**src/mrs_consts.svh**
```systemverilog
// Constants for the repeated-start generator: control field positions and timing.
// Assumes inclusion by bare name from the package and the design modules.
`ifndef MRS_CONSTS_SVH
`define MRS_CONSTS_SVH

// ----------------------------------------------------------------------------
// Control field layout
// ----------------------------------------------------------------------------
`define MRS_RELOAD_W 7
`define MRS_CTRL2_W 8
`define MRS_CTRL2_LOCK_W 5
`define MRS_CTRL2_RSTART_BIT 1
`define MRS_CTRL2_RESET 8'h00
`define MRS_BUF_RESET 8'h00

`endif

```
**src/mrs_pkg.sv**
```systemverilog
// Types shared by the repeated-start generator.
// Assumes mrs_consts.svh is reachable on the include path.
`default_nettype none
`include "mrs_consts.svh"

package mrs_pkg;
    // Sequence states of the repeated start.
    typedef enum logic [2:0] {
        MRS_IDLE,
        MRS_SCL_LOW,
        MRS_SDA_HIGH,
        MRS_SCL_RISE,
        MRS_BOTH_HIGH,
        MRS_SDA_LOW
    } mrs_state_t;
endpackage : mrs_pkg

`default_nettype wire

```
**src/mrs_repeated_start.sv**
```systemverilog
// Repeated-start generator of an I2C master port.
// Assumes bus pin inputs already synchronous to clk, open-drain pads outside.
//
// Summary of operation
// - Start only when request is set while the port is idle.
// - Setting the request drives SCL low.
// - With SCL seen low, load the baud counter from the reload value.
// - Release SDA high for one baud period.
// - On counter expiry with SDA high, release SCL.
// - With SCL seen high, reload; both lines must stay high one period.
// - Then drive SDA low for one baud period with SCL high.
// - Afterwards clear the request itself, no reload, keep SDA low.
// - Set start-seen status as soon as a start appears on the bus.
// - Set the transfer event flag only after the final period expires.
// - Ignore a request written while another bus event runs.
// - Collision if SDA is low when SCL rises.
// - Collision if SCL falls before SDA is driven low.
// - Buffer write during the sequence sets write collision, buffer unchanged.
// - Block writes to all eight control bits until the sequence ends.
`default_nettype none
`include "mrs_consts.svh"

module mrs_repeated_start
    import mrs_pkg::*;
(
    // Clock and reset.
    input wire logic clk,
    input wire logic reset,
    // Software control writes.
    input wire logic ctrl2_wr,
    input wire logic [`MRS_CTRL2_W-1:0] ctrl2_wdata,
    input wire logic buf_wr,
    input wire logic [7:0] buf_wdata,
    input wire logic [`MRS_RELOAD_W-1:0] baud_reload_value,
    input wire logic other_event_busy,
    input wire logic event_flag_clr,
    input wire logic write_collision_flag_clr,
    input wire logic stop_seen,
    // Software status.
    output logic [`MRS_CTRL2_W-1:0] port_control_two,
    output logic [7:0] shift_buffer,
    output logic transfer_event_flag,
    output logic write_collision_flag,
    output logic start_seen,
    output logic bus_collision,
    output logic busy,
    // I2C pins, open drain: the enable pulls the line low.
    input wire logic scl_in,
    input wire logic sda_in,
    output logic scl_out,
    output logic scl_oe,
    output logic sda_out,
    output logic sda_oe
);
    // ------------------------------------------------------------------------
    // State
    // ------------------------------------------------------------------------
    mrs_state_t state_r, state_nxt;
    logic [`MRS_CTRL2_W-1:0] ctrl2_r, ctrl2_nxt;
    logic [7:0] buf_r, buf_nxt;
    logic flag_r, flag_nxt;
    logic write_collision_flag_r, write_collision_flag_nxt;
    logic start_r, start_nxt;
    logic bcol_r, bcol_nxt;
    logic scl_low_r, scl_low_nxt;
    logic sda_low_r, sda_low_nxt;
    logic scl_d_r, sda_d_r;
    logic brg_load, brg_run, brg_exp;
    logic active;
    logic scl_rise, scl_fall, start_cond, collide;

    assign active = (state_r != MRS_IDLE);
    assign scl_rise = scl_in & ~scl_d_r;
    assign scl_fall = ~scl_in & scl_d_r;
    assign start_cond = scl_in & scl_d_r & sda_d_r & ~sda_in;

    mrs_baud_gen u_brg (
        .clk(clk),
        .reset(reset),
        .load(brg_load),
        .run(brg_run),
        .reload(baud_reload_value),
        .expired(brg_exp)
    );

    // ------------------------------------------------------------------------
    // Sequencer
    // ------------------------------------------------------------------------
    // Collision checks apply only between SCL release and SDA assertion.
    always_comb begin
        collide = 1'b0;
        if ((state_r == MRS_SCL_RISE) && scl_rise && !sda_in) begin
            collide = 1'b1;
        end
        if ((state_r == MRS_BOTH_HIGH) && (scl_fall || !sda_in)) begin
            collide = 1'b1;
        end
    end

    always_comb begin
        state_nxt = state_r;
        ctrl2_nxt = ctrl2_r;
        scl_low_nxt = scl_low_r;
        sda_low_nxt = sda_low_r;
        brg_load = 1'b0;
        brg_run = 1'b0;
        flag_nxt = flag_r & ~event_flag_clr;
        bcol_nxt = bcol_r;
        if (ctrl2_wr && !active) begin
            ctrl2_nxt = ctrl2_wdata;
        end
        case (state_r)
            MRS_IDLE: begin
                if (ctrl2_wr && ctrl2_wdata[`MRS_CTRL2_RSTART_BIT]) begin
                    if (other_event_busy) begin
                        ctrl2_nxt[`MRS_CTRL2_RSTART_BIT] = 1'b0;
                    end else begin
                        scl_low_nxt = 1'b1;
                        bcol_nxt = 1'b0;
                        state_nxt = MRS_SCL_LOW;
                    end
                end
            end
            MRS_SCL_LOW: begin
                if (!scl_in) begin
                    brg_load = 1'b1;
                    sda_low_nxt = 1'b0;
                    state_nxt = MRS_SDA_HIGH;
                end
            end
            MRS_SDA_HIGH: begin
                brg_run = 1'b1;
                if (brg_exp && sda_in) begin
                    scl_low_nxt = 1'b0;
                    state_nxt = MRS_SCL_RISE;
                end
            end
            MRS_SCL_RISE: begin
                if (scl_in) begin
                    brg_load = 1'b1;
                    state_nxt = MRS_BOTH_HIGH;
                end
            end
            MRS_BOTH_HIGH: begin
                brg_run = 1'b1;
                if (brg_exp) begin
                    sda_low_nxt = 1'b1;
                    state_nxt = MRS_SDA_LOW;
                end
            end
            MRS_SDA_LOW: begin
                brg_run = 1'b1;
                if (brg_exp) begin
                    ctrl2_nxt[`MRS_CTRL2_RSTART_BIT] = 1'b0;
                    flag_nxt = 1'b1;
                    state_nxt = MRS_IDLE;
                end
            end
            default: begin
                state_nxt = MRS_IDLE;
            end
        endcase
        if (collide) begin
            bcol_nxt = 1'b1;
            scl_low_nxt = 1'b0;
            sda_low_nxt = 1'b0;
            ctrl2_nxt[`MRS_CTRL2_RSTART_BIT] = 1'b0;
            state_nxt = MRS_IDLE;
        end
    end

    // ------------------------------------------------------------------------
    // Buffer and status flags
    // ------------------------------------------------------------------------
    // Set beats clear for every sticky flag.
    always_comb begin
        buf_nxt = buf_r;
        write_collision_flag_nxt = write_collision_flag_r & ~write_collision_flag_clr;
        start_nxt = start_r;
        if (buf_wr) begin
            if (active) begin
                write_collision_flag_nxt = 1'b1;
            end else begin
                buf_nxt = buf_wdata;
            end
        end
        if (stop_seen) begin
            start_nxt = 1'b0;
        end
        if (start_cond) begin
            start_nxt = 1'b1;
        end
    end

    always_ff @(posedge clk or posedge reset) begin
        if (reset) begin
            state_r <= MRS_IDLE;
            ctrl2_r <= `MRS_CTRL2_RESET;
            buf_r <= `MRS_BUF_RESET;
            flag_r <= 1'b0;
            write_collision_flag_r <= 1'b0;
            start_r <= 1'b0;
            bcol_r <= 1'b0;
            scl_low_r <= 1'b0;
            sda_low_r <= 1'b0;
            scl_d_r <= 1'b1;
            sda_d_r <= 1'b1;
        end else begin
            state_r <= state_nxt;
            ctrl2_r <= ctrl2_nxt;
            buf_r <= buf_nxt;
            flag_r <= flag_nxt;
            write_collision_flag_r <= write_collision_flag_nxt;
            start_r <= start_nxt;
            bcol_r <= bcol_nxt;
            scl_low_r <= scl_low_nxt;
            sda_low_r <= sda_low_nxt;
            scl_d_r <= scl_in;
            sda_d_r <= sda_in;
        end
    end

    // Outputs: from flip-flops, with scl_out and sda_out tied low; open drain only ever pulls low.
    logic busy_r;
    always_ff @(posedge clk or posedge reset) begin
        if (reset) begin
            busy_r <= 1'b0;
        end else begin
            busy_r <= (state_nxt != MRS_IDLE);
        end
    end
    assign busy = busy_r;
    assign port_control_two = ctrl2_r;
    assign shift_buffer = buf_r;
    assign transfer_event_flag = flag_r;
    assign write_collision_flag = write_collision_flag_r;
    assign start_seen = start_r;
    assign bus_collision = bcol_r;
    assign scl_out = 1'b0;
    assign sda_out = 1'b0;
    assign scl_oe = scl_low_r;
    assign sda_oe = sda_low_r;

    // ------------------------------------------------------------------------
    // Checks
    // ------------------------------------------------------------------------
    chk_scl_pulled: assert property (@(posedge clk) disable iff (reset)
        (state_r == MRS_IDLE && state_nxt == MRS_SCL_LOW) |=> scl_oe)
        else $error("SCL not pulled low after request");
    chk_flag_late: assert property (@(posedge clk) disable iff (reset)
        $rose(flag_r) |-> $past(state_r) == MRS_SDA_LOW)
        else $error("Event flag set before final period");
    chk_sda_held: assert property (@(posedge clk) disable iff (reset)
        (state_r == MRS_SDA_LOW && brg_exp && !collide) |=> sda_oe && !ctrl2_r[1])
        else $error("SDA not held low or request not cleared");
    chk_buf_kept: assert property (@(posedge clk) disable iff (reset)
        (buf_wr && active) |=> write_collision_flag_r && $stable(buf_r))
        else $error("Buffer changed during sequence");
    chk_ctrl_lock: assert property (@(posedge clk) disable iff (reset)
        (ctrl2_wr && active && !collide && state_r != MRS_SDA_LOW) |=> $stable(ctrl2_r))
        else $error("Control written while locked");
    chk_coll_abort: assert property (@(posedge clk) disable iff (reset)
        collide |=> bus_collision && !scl_oe && !sda_oe && state_r == MRS_IDLE)
        else $error("Collision did not abandon sequence");
    chk_busy_ignore: assert property (@(posedge clk) disable iff (reset)
        (state_r == MRS_IDLE && other_event_busy) |=> state_r == MRS_IDLE)
        else $error("Request taken while busy");
    chk_start_seen: assert property (@(posedge clk) disable iff (reset)
        start_cond |=> start_r)
        else $error("Start not reported");
    // Line states per phase: a wrong enable here is a glitch that other masters see.
    chk_sda_free: assert property (@(posedge clk) disable iff (reset)
        (state_r == MRS_SDA_HIGH) |-> !sda_oe && scl_oe)
        else $error("SDA not released with SCL low");
    chk_scl_free: assert property (@(posedge clk) disable iff (reset)
        (state_r == MRS_SDA_HIGH && brg_exp && sda_in) |=> !scl_oe)
        else $error("SCL not released after first period");
    chk_start_form: assert property (@(posedge clk) disable iff (reset)
        (state_r == MRS_SDA_LOW) |-> sda_oe && !scl_oe)
        else $error("Start not formed with SCL high");
    cov_done: cover property (@(posedge clk) disable iff (reset) $rose(flag_r));
    cov_coll: cover property (@(posedge clk) disable iff (reset) $rose(bcol_r));
    cov_write_collision_flag: cover property (@(posedge clk) disable iff (reset) $rose(write_collision_flag_r));
    cov_stretch: cover property (@(posedge clk) disable iff (reset)
        state_r == MRS_SCL_RISE && !scl_in);
    cov_refused: cover property (@(posedge clk) disable iff (reset)
        state_r == MRS_IDLE && ctrl2_wr && other_event_busy);
endmodule // mrs_repeated_start

`default_nettype wire

```
**src/mrs_baud_gen.sv**
```systemverilog
// Baud rate generator: a down counter reloaded from a 7-bit value.
// Assumes a single clock and an asynchronous active-high reset.
`default_nettype none
`include "mrs_consts.svh"

module mrs_baud_gen
    import mrs_pkg::*;
(
    // Clock and reset.
    input wire logic clk,
    input wire logic reset,
    // Control.
    input wire logic load,
    input wire logic run,
    input wire logic [`MRS_RELOAD_W-1:0] reload,
    // Status.
    output logic expired
);
    logic [`MRS_RELOAD_W-1:0] cnt_r;
    logic [`MRS_RELOAD_W-1:0] cnt_nxt;
    logic expired_r;
    logic expired_nxt;

    // Count down while running; expiry is registered, high in the cycle after the count is zero.
    always_comb begin
        cnt_nxt = cnt_r;
        expired_nxt = 1'b0;
        if (load) begin
            cnt_nxt = reload;
        end else if (run) begin
            if (cnt_r == {`MRS_RELOAD_W{1'b0}}) begin
                expired_nxt = 1'b1;
                cnt_nxt = reload;
            end else begin
                cnt_nxt = cnt_r - 7'h01;
            end
        end
    end

    always_ff @(posedge clk or posedge reset) begin
        if (reset) begin
            cnt_r <= 7'h00;
            expired_r <= 1'b0;
        end else begin
            cnt_r <= cnt_nxt;
            expired_r <= expired_nxt;
        end
    end

    assign expired = expired_r;
endmodule // mrs_baud_gen

`default_nettype wire

```
**config.mk**
```make
export PLATFORM = sky130hd
export DESIGN_NAME = mrs_repeated_start
export DESIGN_NICKNAME = d
export VERILOG_FILES = /design/src/mrs_pkg.sv /design/src/mrs_repeated_start.sv /design/src/mrs_baud_gen.sv
export VERILOG_INCLUDE_DIRS = /design/src
export SDC_FILE = /design/constraint.sdc
export NUM_CORES = 1
export LEC_CHECK = 0
export BUFFER_PORTS_ARGS = -buffer_cell sky130_fd_sc_hd__buf_2
export CORE_AREA = 4 4 69 71
export CTS_CLUSTER_DIAMETER = 120
export DETAILED_ROUTE_END_ITERATION = 16
export DIE_AREA = 0 0 73 75
export GPL_TIMING_DRIVEN = 1
export PLACE_DENSITY_LB_ADDON = 0.1
export SLEW_MARGIN = 5
export SYNTH_ARGS = -nofsm -noshare
export SYNTH_HDL_FRONTEND = slang
export SYNTH_HIERARCHICAL = 1
export SYNTH_SLANG_ARGS = --single-unit
```
**constraint.sdc**
```tcl
create_clock -name clk -period 1.7 [get_ports clk]
set_clock_uncertainty 0.05 [all_clocks]
set_input_delay 0.085 -clock clk [delete_from_list [all_inputs] [get_ports clk]]
set_output_delay 0.085 -clock clk [all_outputs]
set_load 0.05 [all_outputs]
```
==> results.ini, run 1 <==
[grt]
grt.total_usage_pct=18.4
grt_start_max_net_pins=29
antenna_found_initial=0
grt.overflow.total=0
grt_pass1_wl_um=7600
grt_pass1_vias=1697

[sta]
finalHoldViolations=0
finalSetupViolations=0
finalSetupTns_ns=0
period_needed_ns=1.66
slew_violations=0
final.period_utilization_pct=97.6
worst_slew_pin_slew_ns=0.572
fin_hold_ws_ns=0.0102
rsz0062_at_grt=true
fmax_mhz=603
fin_ws_ns=0.0406
max_slew_margin_pct=61.8

[logic_synthesis]
yosysMostFrequentCell=dfrtp_1
synth_top_cells_by_count=dfrtp_1 (34), mux2_2 (15), inv_1 (13)
synthTopCellsByArea=dfrtp_1 (46%), mux2_2 (9.1%), dfstp_2 (2.8%)
syn_area_um2=1850
syn_inst=168
ys_seq_area_share_pct=48.9
post_synth_num_cell_types=54
yosysWarnings=6
yosysTopAreaCell=dfrtp_1
postSynth.asyncResetShare_pct=100
ys.flop_type=dfrtp_1
synth.top_cell.area_share_pct=46.0
synth_enable_flop_cells=0
syn_area_per_cell_um2=11.0
ys_ff_latch=36

[critical_path]
crit_chain=inv_1 > ha_2 > nor4b_4 > buf_4 > a31o_2 > a221o_1
required_ns=1.82
worstSetupPathType=flip-flop to flip-flop
r2r-start=u_brg/cnt_r[0]$_DFFE_PP0P_
startpoint=u_brg/cnt_r[0]$_DFFE_PP0P_
path_depth=6
endpoint=u_brg/cnt_r[1]$_DFFE_PP0P_
setup.worst_path.start_class=flip-flop
endpoint_kind=flip-flop
cp_slowest_cell=dfrtp_1
ff2ff_path_depth=6
r2r_end=u_brg/cnt_r[1]$_DFFE_PP0P_
max_stage_delay_ns=0.36
arrival_ns=1.78
crit_family=compound AO/OA/AOI/OAI gates
path_buf_inv=2
crit_fanout=3
rrSetupSlack_ns=0.04

[floorplanning]
fp.dieW_um=73
ioPinCount=58
initial_core_util_pct=43.6
die-area_um2=5480
fp.dieH_um=75
coreArea_um2=4230
rows=24

[routing]
drtAntennaViolNets=0
drc=0
vias=1635
wirelength_um=4740
dr.pass1.iters=4
drt_iter0_markers=82
routedWlPerCell_um=14.8
avgViaCountPerCell=5.13

[clocking]
clk_latency_ns=0.29
cts_sinks=36
path_clk_slew_ns=0.06
cts_buffers=5
cts-root-buf=clkbuf_8
clockBufferDepth=2
h-tree-depth=2
cts_tree=done

[placed_design]
dpl_cell_area_um2=2300
placed_cells=284
portBuffers=55
dp_hpwl_um=3400
pre_cts_ws_ns=-0.0146
globalplace.congestion=0.944

[layout]
fin_cells=319
area_growth_pct=46.4
nFillCells=346
diodes=0
layout-drive-gt1-share_pct=44.6
nNetsFinal=301
design_area_um2=2710

[job]
cap_violations=0

[power_and_ir_drop]
irDropWorstVdd_uv=978
leakage_nw=1.27
p_per_area_nw_per_um2=1990

[run_status]
status=completed

[hold_path]
holdCritPathClass=input port to flip-flop

-- final cells by class --
class / count / area [um^2] / area share [%]
Inverter: 13 / 48.8 / 1.80
Clock buffer: 8 / 90.1 / 3.33
Sequential cell: 36 / 906 / 33.5
Timing Repair Buffer: 101 / 716 / 26.5
Multi-Input combinational cell: 109 / 880 / 32.5
Tap cell: 52 / 65.1 / 2.41
-- logic make-up after synthesis --
logic type / share of synthesized area, %
and+or+nand+nor: 15.1
muxes: 10.2
buffers and inverters: 6.77
adders and majority gates: 1.35
DFF: 48.9
other: 0.203
xor gates and xnor gates: 0.948
AOI/OAI and AO/OA: 16.5
-- metrics by stage --
stage          total power, mW  util [%]
3_3_place_gp              4.48      54.3
4_1_cts                   5.28      62.6
5_1_grt                   5.70      63.9
2_1_floorplan             3.75         -
3_5_place_dp              4.60      54.3
6_report                  5.39      63.9
-- cell usage in the layout, fill, tap and decap left out, drive strengths merged, types with 2 or more instances in the layout --
cell         count
a211oi           3
a21o             2
a21oi            9
a221oi           2
a31o             2
a31oi            3
and2             4
buf             76
clkbuf           8
conb             2
dfrtp           34
dfstp            2
dlygate4sd3     25
ha               2
inv             13
mux2            15
mux2i            2
nand2            6
nand2b           3
nor2            10
nor2b            2
nor3             6
nor3b            2
nor4b            3
o21a             2
o21ai            6
or3              3
-- registers in the layout, indices dropped and copies added (netlist names) --
register	flops
scl_d_r	1
port_control_two	8
u_brg/expired	1
transfer_event_flag	1
sda_oe	1
write_collision_flag	1
sda_d_r	1
u_brg/cnt_r	7
busy	1
start_seen	1
bus_collision	1
state_r	3
scl_oe	1
shift_buffer	8
-- per-layer routing --
layer | up-vias | share of wire (%) | GRT usage, %
li1 | 796 | - | -
met1 | 786 | 38 | 19.5
met2 | 39 | 55 | 34.1
met3 | 14 | 3.7 | 4.14
met4 | 0 | 3.0 | 9.43
met5 | - | 0 | 0
-- where the power goes --
group          total (mW)  switching [mW]  leakage (nW)  internal (mW)
registers            1.51           0.277         0.429           1.24
logic                3.25            1.93         0.798           1.32
clock network       0.621           0.291        0.0455          0.330
total                5.39            2.50          1.27           2.88
-- worst min-delay path by stage --
| stage | cells after the start | to | start |
|---|---|---|---|
| after CTS | 2 | u_brg/cnt_r[6]$_DFFE_PP0P_ | baud_reload_value[6] |
| after global routing | 2 | u_brg/cnt_r[6]$_DFFE_PP0P_ | baud_reload_value[6] |
| after global placement | 2 | u_brg/cnt_r[2]$_DFFE_PP0P_ | reset |
| after floorplan | 1 | u_brg/cnt_r[0]$_DFFE_PP0P_ | reset |
| final | 2 | u_brg/cnt_r[6]$_DFFE_PP0P_ | baud_reload_value[6] |
| after detailed placement | 2 | u_brg/expired$_DFF_PP0_ | reset |
-- repair_timing --
item	in CTS	in global routing
gates resized for setup	0	12
hold buffers	25	0
pin swaps	0	1
endpoints found under the setup margin	1	8
endpoints found under the hold margin	57	0
setup buffers	2	0
No activity file was read; power rests on OpenSTA's default activity.
==> run 2, diff against run 1 <==
Settings changed: PLACE_DENSITY from default to 0.81, PLACE_DENSITY_LB_ADDON 0.1 to default.
==> results.ini, run 2 (synthesized netlist as in run 1, its figures left out) <==
[run_status]
status=completed

[floorplanning]
die-area_um2=5480  ; unchanged
fp.dieW_um=73  ; unchanged
initial_core_util_pct=43.6  ; unchanged
coreArea_um2=4230  ; unchanged
rows=24  ; unchanged
fp.dieH_um=75  ; unchanged
ioPinCount=58  ; unchanged

[layout]
diodes=0  ; unchanged
utilization_pct=64.1  ; +0.21 points
fin_cells=319  ; unchanged
multiInputGateArea_um2=903  ; +2.7%
mostFrequentLayoutCells=buf_2 (55), dfrtp_1 (33), dlygate4sd3_1 (22)
nNetsFinal=301  ; unchanged
layout-drive-gt1-share_pct=47.9  ; +3.4 points
regArea_um2=905  ; -0.14%
area_growth_pct=46.9
final_common_cell=buf_2
nFillCells=330  ; -4.6%

[sta]
finalSetupTns_ns=0  ; unchanged
finalSetupViolations=0  ; unchanged
slew_violations=0  ; unchanged
fmax_mhz=597  ; -0.99%
fin_hold_ws_ns=0.00751  ; -0.00274 ns
finalHoldViolations=0  ; unchanged
period_needed_ns=1.68  ; +0.0166 ns
fin_ws_ns=0.0240  ; -0.0166 ns
final.period_utilization_pct=98.6  ; +0.97 points
rsz0062_at_grt=true

[clocking]
cts-root-buf=clkbuf_8
cts_tree=done
cts_buffers=5  ; unchanged
cts_sinks=36  ; unchanged
clk_latency_ns=0.28  ; about the same
clockBufferDepth=2  ; unchanged
path_clk_slew_ns=0.07  ; about the same
h-tree-depth=2  ; unchanged

[grt]
grt.total_usage_pct=16.6  ; -1.8 points
antenna_found_initial=0  ; unchanged
grt_start_max_net_pins=18  ; -38%
grt_pass1_vias=1589  ; -6.4%
grt_pass1_wl_um=7110  ; -6.4%
grt.overflow.total=0  ; unchanged

[placed_design]
globalplace.congestion=0.895  ; -5.1%
dp_hpwl_um=3180  ; -6.6%
pre_cts_ws_ns=0.0171  ; +0.0317 ns
portBuffers=55  ; unchanged
placed_cells=287  ; +1.1%

[power_and_ir_drop]
p_per_area_nw_per_um2=1990  ; -0.11%
leakage_nw=1.28  ; +0.89%
irDropWorstVdd_uv=778  ; -20%

[hold_path]
holdCritPathClass=input port to flip-flop

[critical_path]
crit_fanout=6  ; +3
required_ns=1.82  ; about the same
arrival_ns=1.79  ; about the same
setup.worst_path.start_class=flip-flop
endpoint_kind=flip-flop
worstSetupPathType=flip-flop to flip-flop

[routing]
wirelength_um=4540  ; -4.1%
drtAntennaViolNets=0  ; unchanged
dr.pass1.iters=5  ; +1
vias=1639  ; +0.24%
drt_iter0_markers=80  ; -2.4%
routedWlPerCell_um=14.2  ; -4.1%
drc=0  ; unchanged
avgViaCountPerCell=5.14  ; +0.24%

[job]
cap_violations=0  ; unchanged

[run 2: per-stage QoR]
stage	power [mW]	instance area, um^2
floorplan	3.75	1870
global placement	4.51	2310
detailed placement	4.57	2310
CTS	5.24	2620
global route	5.73	2710
finish	5.40	2710
[run 2: repair_timing]
| action | 4_1_cts | 5_1_grt |
|---|---|---|
| gates resized for setup | 0 | 19 |
| hold endpoints to repair | 37 | 0 |
| endpoints found under the setup margin | 0 | 22 |
| setup buffers | 0 | 2 |
| hold buffers | 22 | 0 |
[run 2: final cells by class]
cell class	instances	share of cell area, %
tap	52	2.40
sequential	36	33.3
clock buffer	6	3.04
clock inverter	2	0.369
inverter	13	1.80
timing repair buffer	101	25.8
multi-input combinational	109	33.3
[run 2: per-layer routing]
metal,track usage (%),wire length (um),vias to the layer above
met4,6.35,64,0
met5,0,0,-
met3,3.74,318,9
met2,28.2,2220,62
met1,20.6,1940,770
li1,-,-,798
[run 2: where the power goes]
group | leakage [nW] | switching [mW] | total [mW] | internal (mW)
registers | 0.431 | 0.276 | 1.51 | 1.24
logic | 0.802 | 1.93 | 3.27 | 1.34
clock network | 0.0510 | 0.292 | 0.615 | 0.323
total | 1.28 | 2.50 | 5.40 | 2.90
[run 2: worst paths after layout]
kind,to,cells after the start,slack (ns),from
max,u_brg/cnt_r[4]$_DFFE_PP0P_,7,0.02,u_brg/cnt_r[0]$_DFFE_PP0P_
min,port_control_two[2]$_DFFE_PP0P_,2,0.008,ctrl2_wdata[2]
max reg2reg,u_brg/cnt_r[4]$_DFFE_PP0P_,7,0.02,u_brg/cnt_r[0]$_DFFE_PP0P_
min reg2reg,bus_collision$_DFFE_PP0P_,1,0.43,bus_collision$_DFFE_PP0P_
max in group asynchronous,shift_buffer[0]$_DFFE_PP0P_,4,0.68,reset
min in group asynchronous,u_brg/cnt_r[5]$_DFFE_PP0P_,3,0.29,reset
[run 2: worst max-delay path, stage by stage (launching register included)]
cell	delay (ns)
dfrtp_1	0.37
inv_2	0.06
ha_4	0.16
nor4b_4	0.12
buf_4	0.16
buf_6	0.12
o21a_1	0.15
o32a_2	0.36
